### config.mk
export PLATFORM = sky130hd
export DESIGN_NAME = hwm_readout
export DESIGN_NICKNAME = d
export VERILOG_FILES = /design/src/hdl/hwm_pkg.sv /design/src/hdl/hwm_readout.sv
export SDC_FILE = /design/constraint.sdc
export NUM_CORES = 1
export LEC_CHECK = 0
export BUFFER_PORTS_ARGS = -buffer_cell sky130_fd_sc_hd__clkbuf_2
export CELL_PAD_IN_SITES_DETAIL_PLACEMENT = 1
export CELL_PAD_IN_SITES_GLOBAL_PLACEMENT = 1
export CORE_MARGIN = 2
export CORE_UTILIZATION = 42
export DETAILED_ROUTE_END_ITERATION = 6
export GPL_ROUTABILITY_DRIVEN = 0
export HOLD_SLACK_MARGIN = 0.12
export PLACE_DENSITY_LB_ADDON = 0.2
export SYNTH_ARGS = -nofsm -noshare
export SYNTH_HDL_FRONTEND = slang
export SYNTH_SLANG_ARGS = --single-unit
### constraint.sdc
create_clock -name clock -period 13.35 [get_ports clock]
set_input_delay 2.0025 -clock clock [delete_from_list [all_inputs] [get_ports clock]]
set_output_delay 2.0025 -clock clock [all_outputs]
set_load 0.005 [all_outputs]
### src/hdl/hwm_pkg.sv
// Shared constants and types for the hardware-monitor register block
`default_nettype none
package hwm_pkg;
    // Register indices
    localparam logic [7:0] IDX_VOLT_BASE = 8'h20;
    localparam logic [7:0] IDX_ASUP      = 8'h22;
    localparam logic [7:0] IDX_MSUP      = 8'h23;
    localparam logic [7:0] IDX_VOLT_LAST = 8'h25;
    localparam logic [7:0] IDX_SYS_TEMP  = 8'h27;
    localparam logic [7:0] IDX_I2C_ADDR  = 8'h48;
    localparam logic [7:0] IDX_BANK      = 8'h4E;
    localparam logic [7:0] IDX_PAIR_HI   = 8'h50;
    localparam logic [7:0] IDX_PAIR_LO   = 8'h51;
    localparam logic [7:0] IDX_SEL_A     = 8'h59;
    localparam logic [7:0] IDX_SEL_B     = 8'h5D;
    localparam logic [7:0] IDX_SEL_C     = 8'h5E;
    localparam logic [7:0] CFG_SST_ADDR  = 8'hF1;
    localparam logic [2:0] BANK_0        = 3'h0;
    localparam logic [2:0] BANK_1        = 3'h1;
    localparam logic [2:0] BANK_5        = 3'h5;
    // Values after reset
    localparam logic [7:0] RST_I2C_ADDR  = 8'h2D;
    localparam logic [7:0] RST_SST_ADDR  = 8'h48;
    localparam logic [7:0] RST_SEL       = 8'h00;
    localparam logic [2:0] RST_BANK      = 3'h0;
    // Converter sequence slots
    localparam logic [3:0] SLOT_STBY     = 4'h6;
    localparam logic [3:0] SLOT_BATT     = 4'h7;
    localparam logic [3:0] SLOT_SYS      = 4'h8;
    localparam logic [3:0] SLOT_CPU      = 4'h9;
    // Converter scale
    localparam int LSB_MV        = 8;
    localparam int CODE_STEPS    = 256;
    localparam int FULL_SCALE_MV = LSB_MV * CODE_STEPS;
    // Single-wire idle time before a message start
    localparam int CLK_NS        = 100;
    localparam int SST_IDLE_NS   = 5000;
    localparam logic [15:0] SST_IDLE_CYC = 16'(SST_IDLE_NS / CLK_NS);

    typedef enum logic [1:0] {TM_THERMISTOR, TM_DIODE_V, TM_DIODE_I} hwm_tmode_t;

    typedef struct packed {
        logic       cs;
        logic       port;
        logic       wr;
        logic       rd;
        logic [7:0] wdata;
    } hwm_io_req_t;

    typedef struct packed {
        logic       valid;
        logic [8:0] code;
    } hwm_adc_t;
endpackage
`default_nettype wire

### src/hdl/hwm_readout.sv
// Hardware-monitor register file with index/data and serial access, plus single-wire bit-rate capture
// Summary of operation
// - Serial slave port reads and writes the same registers as the index/data path.
// - Serial slave answers at the address held in serial_slave_address.
// - Voltage codes are 8-bit unsigned (low bits of the 9-bit converter code), 256 steps of 8 mV.
// - Eight voltage channels are sequenced through one converter.
// - Voltage results read in bank 0 at indices 20h to 25h.
// - Main 5 V reading at 23h, analog supply reading at 22h.
// - Standby reading at bank 5 index 50h, battery at bank 5 index 51h.
// - System temperature 8-bit, processor temperature 9-bit two's complement.
// - System_temp_reading returns the system temperature.
// - Processor temperature upper bits at bank 1 50h, low bit in 51h bit 7.
// - Per-channel sensor mode chosen by bank 0 indices 59h, 5Dh, 5Eh.
// - Single-wire port is a slave that only captures its bit rate; no converter data reaches it.
// - Single-wire address sits in config F1h, 48h after reset.
// - Single-wire bit rate is measured afresh at each message start.
// - Index 4Eh selects the active register bank.
// - Host writes an index to one port, then accesses data at the next.
`default_nettype none
module hwm_readout (
    input  wire logic                clock,         // 10 MHz system clock
    input  wire logic                nrst,          // Asynchronous reset, active low
    input  wire hwm_pkg::hwm_io_req_t io_req,       // Index/data port request
    output logic [7:0]               io_rdata,      // Index/data read data
    input  wire logic                cfg_wr,        // Config space write strobe
    input  wire logic [7:0]          cfg_index,     // Config space index
    input  wire logic [7:0]          cfg_wdata,     // Config space write data
    output logic [7:0]               cfg_rdata,     // Config space read data
    input  wire logic                scl_i,         // Serial clock pin
    input  wire logic                sda_i,         // Serial data pin level
    output logic                     sda_o,         // Serial data drive value
    output logic                     sda_oe,        // Serial data drive enable
    input  wire hwm_pkg::hwm_adc_t   adc,           // Converter result
    output logic [3:0]               adc_slot,      // Converter channel select
    output hwm_pkg::hwm_tmode_t      sys_mode,      // System sensor mode
    output hwm_pkg::hwm_tmode_t      cpu_mode,      // Processor sensor mode
    input  wire logic                sst_i,         // Single-wire pin level
    output logic [7:0]               sst_address,   // Single-wire slave address
    output logic [15:0]              sst_bit_time   // Measured bit time, cycles
);
    ////////////////////////////////////////////////////////////////////////////
    // Reset release and pin synchronisers
    logic [1:0] rst_q_ff;
    logic       rst_n;
    always_ff @(posedge clock or negedge nrst) begin
        if (!nrst) begin
            rst_q_ff <= 2'h0;
        end else begin
            rst_q_ff <= {rst_q_ff[0], 1'b1};
        end
    end
    assign rst_n = rst_q_ff[1];

    logic [2:0] scl_q_ff, sda_q_ff, sst_q_ff;
    logic       scl_lvl_ff, sda_lvl_ff, sst_lvl_ff;
    logic       nxt_scl_lvl, nxt_sda_lvl, nxt_sst_lvl;
    logic       scl_rise, scl_fall, i2c_start, i2c_stop, sst_rise;
    always_comb begin
        nxt_scl_lvl = (scl_q_ff[1] == scl_q_ff[2]) ? scl_q_ff[2] : scl_lvl_ff;
        nxt_sda_lvl = (sda_q_ff[1] == sda_q_ff[2]) ? sda_q_ff[2] : sda_lvl_ff;
        nxt_sst_lvl = (sst_q_ff[1] == sst_q_ff[2]) ? sst_q_ff[2] : sst_lvl_ff;
        scl_rise    = nxt_scl_lvl & ~scl_lvl_ff;
        scl_fall    = ~nxt_scl_lvl & scl_lvl_ff;
        i2c_start   = scl_lvl_ff & nxt_scl_lvl & sda_lvl_ff & ~nxt_sda_lvl;
        i2c_stop    = scl_lvl_ff & nxt_scl_lvl & ~sda_lvl_ff & nxt_sda_lvl;
        sst_rise    = nxt_sst_lvl & ~sst_lvl_ff;
    end
    always_ff @(posedge clock or negedge rst_n) begin
        if (!rst_n) begin
            scl_q_ff   <= 3'h7;
            sda_q_ff   <= 3'h7;
            sst_q_ff   <= 3'h0;
            scl_lvl_ff <= 1'b1;
            sda_lvl_ff <= 1'b1;
            sst_lvl_ff <= 1'b0;
        end else begin
            scl_q_ff   <= {scl_q_ff[1:0], scl_i};
            sda_q_ff   <= {sda_q_ff[1:0], sda_i};
            sst_q_ff   <= {sst_q_ff[1:0], sst_i};
            scl_lvl_ff <= nxt_scl_lvl;
            sda_lvl_ff <= nxt_sda_lvl;
            sst_lvl_ff <= nxt_sst_lvl;
        end
    end

    ////////////////////////////////////////////////////////////////////////////
    // Register file, index/data port and converter sequencer
    logic [7:0]  volt_ff [8];
    logic [7:0]  nxt_volt [8];
    logic [7:0]  sys_temp_ff, nxt_sys_temp;
    logic [8:0]  cpu_temp_ff, nxt_cpu_temp;
    logic [7:0]  i2c_addr_ff, nxt_i2c_addr, sst_addr_ff, nxt_sst_addr;
    logic [7:0]  sel_a_ff, sel_b_ff, sel_c_ff, nxt_sel_a, nxt_sel_b, nxt_sel_c;
    logic [2:0]  bank_ff, nxt_bank;
    logic [7:0]  index_ff, nxt_index, io_rdata_ff, nxt_io_rdata, cfg_rdata_ff, nxt_cfg_rdata;
    logic [3:0]  slot_ff, nxt_slot;
    hwm_pkg::hwm_tmode_t sys_mode_ff, cpu_mode_ff, nxt_sys_mode, nxt_cpu_mode;
    logic        io_dwr, wr_en, i2c_taken, pend_ff;
    logic [7:0]  wr_idx, wr_data, pend_idx_ff, pend_data_ff, i2c_idx_ff;

    function automatic logic [7:0] read_reg(input logic [7:0] idx);
        read_reg = 8'h00;
        if (idx == hwm_pkg::IDX_BANK) read_reg = {5'h00, bank_ff};
        else if (bank_ff == hwm_pkg::BANK_0) begin
            if (idx >= hwm_pkg::IDX_VOLT_BASE && idx <= hwm_pkg::IDX_VOLT_LAST)
                read_reg = volt_ff[3'(idx - hwm_pkg::IDX_VOLT_BASE)];
            else if (idx == hwm_pkg::IDX_SYS_TEMP) read_reg = sys_temp_ff;
            else if (idx == hwm_pkg::IDX_I2C_ADDR) read_reg = i2c_addr_ff;
            else if (idx == hwm_pkg::IDX_SEL_A) read_reg = sel_a_ff;
            else if (idx == hwm_pkg::IDX_SEL_B) read_reg = sel_b_ff;
            else if (idx == hwm_pkg::IDX_SEL_C) read_reg = sel_c_ff;
        end else if (bank_ff == hwm_pkg::BANK_1) begin
            if (idx == hwm_pkg::IDX_PAIR_HI) read_reg = cpu_temp_ff[8:1];
            else if (idx == hwm_pkg::IDX_PAIR_LO) read_reg = {cpu_temp_ff[0], 7'h00};
        end else if (bank_ff == hwm_pkg::BANK_5) begin
            if (idx == hwm_pkg::IDX_PAIR_HI) read_reg = volt_ff[hwm_pkg::SLOT_STBY[2:0]];
            else if (idx == hwm_pkg::IDX_PAIR_LO) read_reg = volt_ff[hwm_pkg::SLOT_BATT[2:0]];
        end
    endfunction

    function automatic hwm_pkg::hwm_tmode_t mode_of(input logic a, input logic b, input logic c);
        if (a) mode_of = hwm_pkg::TM_THERMISTOR;
        else if (b & c) mode_of = hwm_pkg::TM_DIODE_I;
        else mode_of = hwm_pkg::TM_DIODE_V;
    endfunction

    always_comb begin
        io_dwr    = io_req.cs & io_req.wr & io_req.port;
        i2c_taken = pend_ff & ~io_dwr;
        wr_en     = io_dwr | pend_ff;
        wr_idx    = io_dwr ? index_ff : pend_idx_ff;
        wr_data   = io_dwr ? io_req.wdata : pend_data_ff;
        nxt_index = (io_req.cs & io_req.wr & ~io_req.port) ? io_req.wdata : index_ff;
        nxt_io_rdata = io_rdata_ff;
        if (io_req.cs & io_req.rd) nxt_io_rdata = io_req.port ? read_reg(index_ff) : index_ff;
        nxt_bank     = bank_ff;
        nxt_i2c_addr = i2c_addr_ff;
        nxt_sel_a    = sel_a_ff;
        nxt_sel_b    = sel_b_ff;
        nxt_sel_c    = sel_c_ff;
        // Result registers have no write path
        if (wr_en) begin
            if (wr_idx == hwm_pkg::IDX_BANK) nxt_bank = wr_data[2:0];
            else if (bank_ff == hwm_pkg::BANK_0) begin
                if (wr_idx == hwm_pkg::IDX_I2C_ADDR) nxt_i2c_addr = wr_data;
                if (wr_idx == hwm_pkg::IDX_SEL_A) nxt_sel_a = wr_data;
                if (wr_idx == hwm_pkg::IDX_SEL_B) nxt_sel_b = wr_data;
                if (wr_idx == hwm_pkg::IDX_SEL_C) nxt_sel_c = wr_data;
            end
        end
        nxt_sys_mode  = mode_of(sel_a_ff[0], sel_b_ff[0], sel_c_ff[0]);
        nxt_cpu_mode  = mode_of(sel_a_ff[1], sel_b_ff[1], sel_c_ff[1]);
        nxt_sst_addr  = (cfg_wr && cfg_index == hwm_pkg::CFG_SST_ADDR) ? cfg_wdata : sst_addr_ff;
        nxt_cfg_rdata = (cfg_index == hwm_pkg::CFG_SST_ADDR) ? sst_addr_ff : 8'h00;
        nxt_volt     = volt_ff;
        nxt_sys_temp = sys_temp_ff;
        nxt_cpu_temp = cpu_temp_ff;
        nxt_slot     = slot_ff;
        if (adc.valid) begin
            if (slot_ff == hwm_pkg::SLOT_CPU) nxt_cpu_temp = adc.code;
            else if (slot_ff == hwm_pkg::SLOT_SYS) nxt_sys_temp = adc.code[7:0];
            else nxt_volt[slot_ff[2:0]] = adc.code[7:0];
            nxt_slot = (slot_ff == hwm_pkg::SLOT_CPU) ? 4'h0 : slot_ff + 4'h1;
        end
    end
    always_ff @(posedge clock or negedge rst_n) begin
        if (!rst_n) begin
            for (int i = 0; i < 8; i++) volt_ff[i] <= 8'h00;
            sys_temp_ff  <= 8'h00;
            cpu_temp_ff  <= 9'h000;
            i2c_addr_ff  <= hwm_pkg::RST_I2C_ADDR;
            sst_addr_ff  <= hwm_pkg::RST_SST_ADDR;
            sel_a_ff     <= hwm_pkg::RST_SEL;
            sel_b_ff     <= hwm_pkg::RST_SEL;
            sel_c_ff     <= hwm_pkg::RST_SEL;
            bank_ff      <= hwm_pkg::RST_BANK;
            index_ff     <= 8'h00;
            io_rdata_ff  <= 8'h00;
            cfg_rdata_ff <= 8'h00;
            slot_ff      <= 4'h0;
            sys_mode_ff  <= hwm_pkg::TM_THERMISTOR;
            cpu_mode_ff  <= hwm_pkg::TM_THERMISTOR;
        end else begin
            volt_ff      <= nxt_volt;
            sys_temp_ff  <= nxt_sys_temp;
            cpu_temp_ff  <= nxt_cpu_temp;
            i2c_addr_ff  <= nxt_i2c_addr;
            sst_addr_ff  <= nxt_sst_addr;
            sel_a_ff     <= nxt_sel_a;
            sel_b_ff     <= nxt_sel_b;
            sel_c_ff     <= nxt_sel_c;
            bank_ff      <= nxt_bank;
            index_ff     <= nxt_index;
            io_rdata_ff  <= nxt_io_rdata;
            cfg_rdata_ff <= nxt_cfg_rdata;
            slot_ff      <= nxt_slot;
            sys_mode_ff  <= nxt_sys_mode;
            cpu_mode_ff  <= nxt_cpu_mode;
        end
    end
    assign io_rdata  = io_rdata_ff;
    assign cfg_rdata = cfg_rdata_ff;
    assign adc_slot  = slot_ff;
    assign sys_mode  = sys_mode_ff;
    assign cpu_mode  = cpu_mode_ff;
    assign sst_address = sst_addr_ff;

    ////////////////////////////////////////////////////////////////////////////
    // Serial slave
    typedef enum logic [3:0] {I_IDLE, I_ADDR, I_AACK, I_INDEX, I_IACK, I_WDATA, I_WACK,
                              I_RDATA, I_RACK} hwm_i2c_st_t;
    hwm_i2c_st_t st_ff, nxt_st;
    logic [7:0]  shift_ff, nxt_shift, nxt_i2c_idx, nxt_pend_idx, nxt_pend_data;
    logic [3:0]  cnt_ff, nxt_cnt;
    logic        rw_ff, nxt_rw, oe_ff, nxt_oe, nxt_pend;
    always_comb begin
        nxt_st = st_ff;
        nxt_shift = shift_ff;
        nxt_cnt = cnt_ff;
        nxt_rw = rw_ff;
        nxt_oe = oe_ff;
        nxt_i2c_idx = i2c_idx_ff;
        nxt_pend = pend_ff & ~i2c_taken;
        nxt_pend_idx = pend_idx_ff;
        nxt_pend_data = pend_data_ff;
        if (i2c_stop) begin
            nxt_st = I_IDLE;
            nxt_oe = 1'b0;
        end else if (i2c_start) begin
            nxt_st = I_ADDR;
            nxt_cnt = 4'h0;
            nxt_oe = 1'b0;
        end else if (scl_rise) begin
            if (st_ff == I_ADDR || st_ff == I_INDEX || st_ff == I_WDATA) begin
                nxt_shift = {shift_ff[6:0], sda_lvl_ff};
                nxt_cnt = cnt_ff + 4'h1;
            end else if (st_ff == I_RACK) begin
                if (sda_lvl_ff) nxt_st = I_IDLE;
                else nxt_i2c_idx = i2c_idx_ff + 8'h01;
            end
        end else if (scl_fall) begin
            unique case (st_ff)
                I_IDLE: ;
                I_ADDR: if (cnt_ff == 4'h8) begin
                    if (shift_ff[7:1] == i2c_addr_ff[6:0]) begin
                        nxt_rw = shift_ff[0];
                        nxt_oe = 1'b1;
                        nxt_st = I_AACK;
                    end else nxt_st = I_IDLE;
                end
                I_AACK, I_RACK: begin
                    nxt_cnt = 4'h0;
                    if (rw_ff) begin
                        nxt_shift = read_reg(nxt_i2c_idx);
                        nxt_oe = ~nxt_shift[7];
                        nxt_st = I_RDATA;
                    end else begin
                        nxt_oe = 1'b0;
                        nxt_st = I_INDEX;
                    end
                end
                I_INDEX: if (cnt_ff == 4'h8) begin
                    nxt_i2c_idx = shift_ff;
                    nxt_oe = 1'b1;
                    nxt_st = I_IACK;
                end
                I_IACK, I_WACK: begin
                    nxt_oe = 1'b0;
                    nxt_cnt = 4'h0;
                    nxt_st = I_WDATA;
                    if (st_ff == I_WACK) nxt_i2c_idx = i2c_idx_ff + 8'h01;
                end
                I_WDATA: if (cnt_ff == 4'h8) begin
                    nxt_pend = 1'b1;
                    nxt_pend_idx = i2c_idx_ff;
                    nxt_pend_data = shift_ff;
                    nxt_oe = 1'b1;
                    nxt_st = I_WACK;
                end
                I_RDATA: if (cnt_ff == 4'h7) begin
                    nxt_oe = 1'b0;
                    nxt_st = I_RACK;
                end else begin
                    nxt_shift = {shift_ff[6:0], 1'b1};
                    nxt_oe = ~shift_ff[6];
                    nxt_cnt = cnt_ff + 4'h1;
                end
            endcase
        end
    end
    always_ff @(posedge clock or negedge rst_n) begin
        if (!rst_n) begin
            st_ff <= I_IDLE;
            shift_ff <= 8'h00;
            cnt_ff <= 4'h0;
            rw_ff <= 1'b0;
            oe_ff <= 1'b0;
            i2c_idx_ff <= 8'h00;
            pend_ff <= 1'b0;
            pend_idx_ff <= 8'h00;
            pend_data_ff <= 8'h00;
        end else begin
            st_ff <= nxt_st;
            shift_ff <= nxt_shift;
            cnt_ff <= nxt_cnt;
            rw_ff <= nxt_rw;
            oe_ff <= nxt_oe;
            i2c_idx_ff <= nxt_i2c_idx;
            pend_ff <= nxt_pend;
            pend_idx_ff <= nxt_pend_idx;
            pend_data_ff <= nxt_pend_data;
        end
    end
    // Open drain: only ever pulls low
    assign sda_o  = 1'b0;
    assign sda_oe = oe_ff;

    ////////////////////////////////////////////////////////////////////////////
    // Single-wire bit-rate capture
    logic [15:0] idle_ff, nxt_idle, bit_cnt_ff, nxt_bit_cnt, bit_time_ff, nxt_bit_time;
    logic        meas_ff, nxt_meas;
    always_comb begin
        nxt_idle = nxt_sst_lvl ? 16'h0000 :
                   (idle_ff == hwm_pkg::SST_IDLE_CYC ? idle_ff : idle_ff + 16'h0001);
        nxt_meas = meas_ff;
        nxt_bit_cnt = (bit_cnt_ff == 16'hFFFF) ? bit_cnt_ff : bit_cnt_ff + 16'h0001;
        nxt_bit_time = bit_time_ff;
        if (sst_rise) begin
            if (meas_ff) begin
                nxt_bit_time = bit_cnt_ff;
                nxt_meas = 1'b0;
            end else if (idle_ff == hwm_pkg::SST_IDLE_CYC) begin
                nxt_meas = 1'b1;
                nxt_bit_cnt = 16'h0001;
            end
        end
    end
    always_ff @(posedge clock or negedge rst_n) begin
        if (!rst_n) begin
            idle_ff <= 16'h0000;
            bit_cnt_ff <= 16'h0000;
            bit_time_ff <= 16'h0000;
            meas_ff <= 1'b0;
        end else begin
            idle_ff <= nxt_idle;
            bit_cnt_ff <= nxt_bit_cnt;
            bit_time_ff <= nxt_bit_time;
            meas_ff <= nxt_meas;
        end
    end
    assign sst_bit_time = bit_time_ff;
endmodule // hwm_readout
`default_nettype wire

==> flow_summary.yaml <==
outcome:
  status: "complete, no violations"
pwr:
  switching_share_pct: 34.7
  p_per_area_nw_per_um2: 181
  p_switching_uw: 1010
  leakagePower_uw: 0.00696
  p_clk_share_pct: 29.3
  ir_drop_mv: 0.124
  total_power_uw: 2920
  p_int_uw: 1900
  p_comb_share_pct: 28.6
  seqPwrFrac_pct: 42.0
worst_hold_path:
  min_to: "rst_q_ff[1]"
  hp-start: "rst_q_ff[0]"
  min_path_type: "register to register"
  holdPathStages: 0
sta:
  rsz0062_at_grt: "false"
  min_period_ns: 3.86
  finalCritPeriodShare_pct: 28.9
  final_max_slew_viol_count: 0
  max_slew_margin_pct: 24.4
  hold_viol_final: 0
  holdWs_ns: 0.349
  skew_ns: 0.0202
  finalSetupTns_ns: 0
  worst_slew_pin_slew_ns: 1.13
  timing.fmax_ghz: 0.259
  setup_viol: 0
setup_path:
  cp-end-kind: "register"
  start_kind: "input port"
  cp.depth: 6
  worst-setup-path-type: "input port to register"
  critical_path_required_ns: 13.80
  ff2ff_path_depth: 7
  reg2reg_setup_slack_ns: 9.88
  crit_fanout: 18
  crit_family: "compound AO/OA/AOI/OAI gates"
  cp_data_arrival_time_ns: 4.31
  r2r-end: "shift_ff[0]"
  cp_cell_sequence: "clkbuf_2 -> nand3_1 -> nand2_1 -> o21ai_0 -> a211oi_2 -> mux2_2"
  slowest_delay_ns: 0.80
  cp_num_buf_inv: 1
  r2r-start: "i2c_idx_ff[0]"
  slowest_stage: "a211oi_2"
placement:
  port_buffers: 92
  dp_hpwl_um: 30600
  dpl.cell_count: 1810
final_layout:
  drive_gt1_share_pct: 27.1
  nFillCells: 3680
  diodes: 0
  area_growth_pct: 12.2
  layoutNonFillerInstCount: 1865
  final_nets: 1451
  final_cell_mix: "dfrtp_1 (245), mux2_2 (160), nand2_1 (121)"
  layout_commonest_cell: "dfrtp_1"
detailed_routing:
  num_vias: 11098
  drtAntennaViolNets: 0
  drtIter0Drc: 666
  routed_wl_um: 42600
  top_layer: "met4"
  avgRoutedWirePerCell_um: 22.8
  drcViolationCount: 0
  met1Wirelength_um: 19000
  dr.pass1.iters: 5
  wl_met3_um: 2100
  post_drt_via_cell_ratio: 5.95
  wl_met2_um: 20000
clocking:
  htreeDepth: 1
  cts_buffers: 30
  clock_latency_ns: 0.57
  cts_root_buf: "clkbuf_16"
  hold_buffers: 0
  cts_resized: 0
  cts_buffer_depth: 3
  cts_tree: "built"
  cts_setup_buffers: 0
  cts_sinks: 262
  clk_pin_slew_ns: 0.06
grt:
  grt_pass1_wl_um: 67800
  antenna_found_initial: 0
  grt_pass1_vias: 11497
  grt_max_degree: 81
  grt_overflow: 0
  track_usage_pct: 24.2
die:
  die_h_um: 189
  die_w_um: 189
  ios: 94
  start_util_pct: 42.7
  dieArea_um2: 35600
  core_um2: 33500
  rows: 67
yosys:
  synth_edf_count: 0
  ys.flop_type: "dfrtp_1"
  yosysUniqueCellTypes: 90
  ys_seq_elements: 262
  syn-cell-area_um2: 14300
  synth_fp_nets: 1400
  ys_warn_count: 0
  synth_cells: 1343
  yosysSeqAreaShare_pct: 45.9
  syn_avg_cell_area_um2: 10.7
  async_flop_share_pct: 100
job:
  max_cap_viol_count: 0
## cell usage after synthesis (all sizes together) (10+ instances only)
| cell | number | area share, % |
|---|---|---|
| nand2b | 12 | 0.52 |
| dfrtp | 248 | 43 |
| and3 | 16 | 0.70 |
| xnor2 | 17 | 1.0 |
| mux2 | 160 | 13 |
| buf | 46 | 1.8 |
| and2 | 13 | 0.57 |
| nand2 | 122 | 3.2 |
| o22ai | 10 | 0.44 |
| a22oi | 19 | 1.0 |
| dfstp | 14 | 2.6 |
| o31ai | 10 | 0.52 |
| nand4 | 19 | 0.94 |
| a21oi | 73 | 2.6 |
| xor2 | 17 | 1.0 |
| nor2 | 88 | 2.3 |
| nor3 | 27 | 1.0 |
| o21ai | 70 | 2.4 |
| mux4 | 21 | 3.3 |
| nand3 | 40 | 1.4 |
| inv | 22 | 0.58 |
| nor3b | 11 | 0.58 |
| nor4 | 11 | 0.69 |
| mux2i | 45 | 3.1 |
| a211oi | 12 | 0.84 |
| nor2b | 26 | 1.1 |
| clkbuf | 37 | 0.97 |
| ha | 13 | 1.1 |
## kinds of logic after synthesis
family,Yosys count,share of synthesized area [%]
and+or+nand+nor,430,15.8
xor gates and xnor gates,34,2.08
buffers and inverters,107,3.36
adders and majority gates,14,1.21
muxes,226,19.0
other,2,0.0525
DFF,262,45.9
AOI/OAI and AO/OA,268,12.5
## worst max path at each step
stage	start	endpoint	slack, ns
2_1_floorplan	rst_q_ff[1]	adc_slot[0]	5.53
3_3_place_gp	io_req[11]	sel_a_ff[0]	9.09
4_1_cts	io_req[11]	sel_a_ff[1]	9.53
5_1_grt	io_req[11]	sel_a_ff[1]	9.23
3_5_place_dp	io_req[11]	sel_c_ff[5]	8.95
6_report	io_req[11]	sel_a_ff[0]	9.49
## registers in the layout, summed over array words and instances, names as in the netlist, 8 cells and up
signal / cells
volt_ff: 64
bit_cnt_ff: 16
idle_ff: 16
sst_bit_time: 16
cpu_temp_ff: 9
cfg_rdata: 8
i2c_addr_ff: 8
i2c_idx_ff: 8
index_ff: 8
io_rdata: 8
pend_data_ff: 8
pend_idx_ff: 8
sel_a_ff: 8
sel_b_ff: 8
sel_c_ff: 8
shift_ff: 8
sst_address: 8
sys_temp_ff: 8
## cell type report
class	instances	area [um^2]	share of cell area [%]
Clock buffer	43	891	5.54
Multi-Input combinational cell	974	7270	45.2
Clock inverter	12	140	0.872
Timing Repair Buffer	102	536	3.33
Tap cell	448	561	3.49
Sequential cell	262	6580	41.0
Inverter	24	90.1	0.561
## power groups by stage
stage | combinational, uW | sequential (uW) | clock [uW]
5_1_grt | 905 | 1260 | 906
3_5_place_dp | 830 | 1230 | 0
6_report | 835 | 1230 | 855
3_3_place_gp | 807 | 1220 | 0
4_1_cts | 836 | 1220 | 873
2_1_floorplan | 692 | 1100 | 0
## per-stage QoR
step | setup slack (ns) | utilization, % | area [um^2]
after global placement | 9.09 | 44.8 | 15000
final | 9.49 | 47.9 | 16100
after CTS | 9.53 | 47.9 | 16100
after floorplan | 5.53 | - | 14300
after global routing | 9.23 | 47.9 | 16100
after detailed placement | 8.95 | 44.8 | 15000
## worst register-to-register path: stages (launching register included)
cell and delay (ns):
dfrtp_1 0.91, ha_1 0.72, nand2_2 0.16, a21oi_1 0.54, a21oi_1 0.08, a2111oi_0 0.49, a211oi_1 0.20, a221oi_2 0.27
## routing by layer
metal / track usage [%] / up-vias
met5: 0 / -
met4: 8.26 / 0
met3: 3.46 / 84
met2: 39.1 / 288
met1: 33.4 / 5709
li1: - / 5017
No activity file was read; power rests on OpenSTA's default activity.
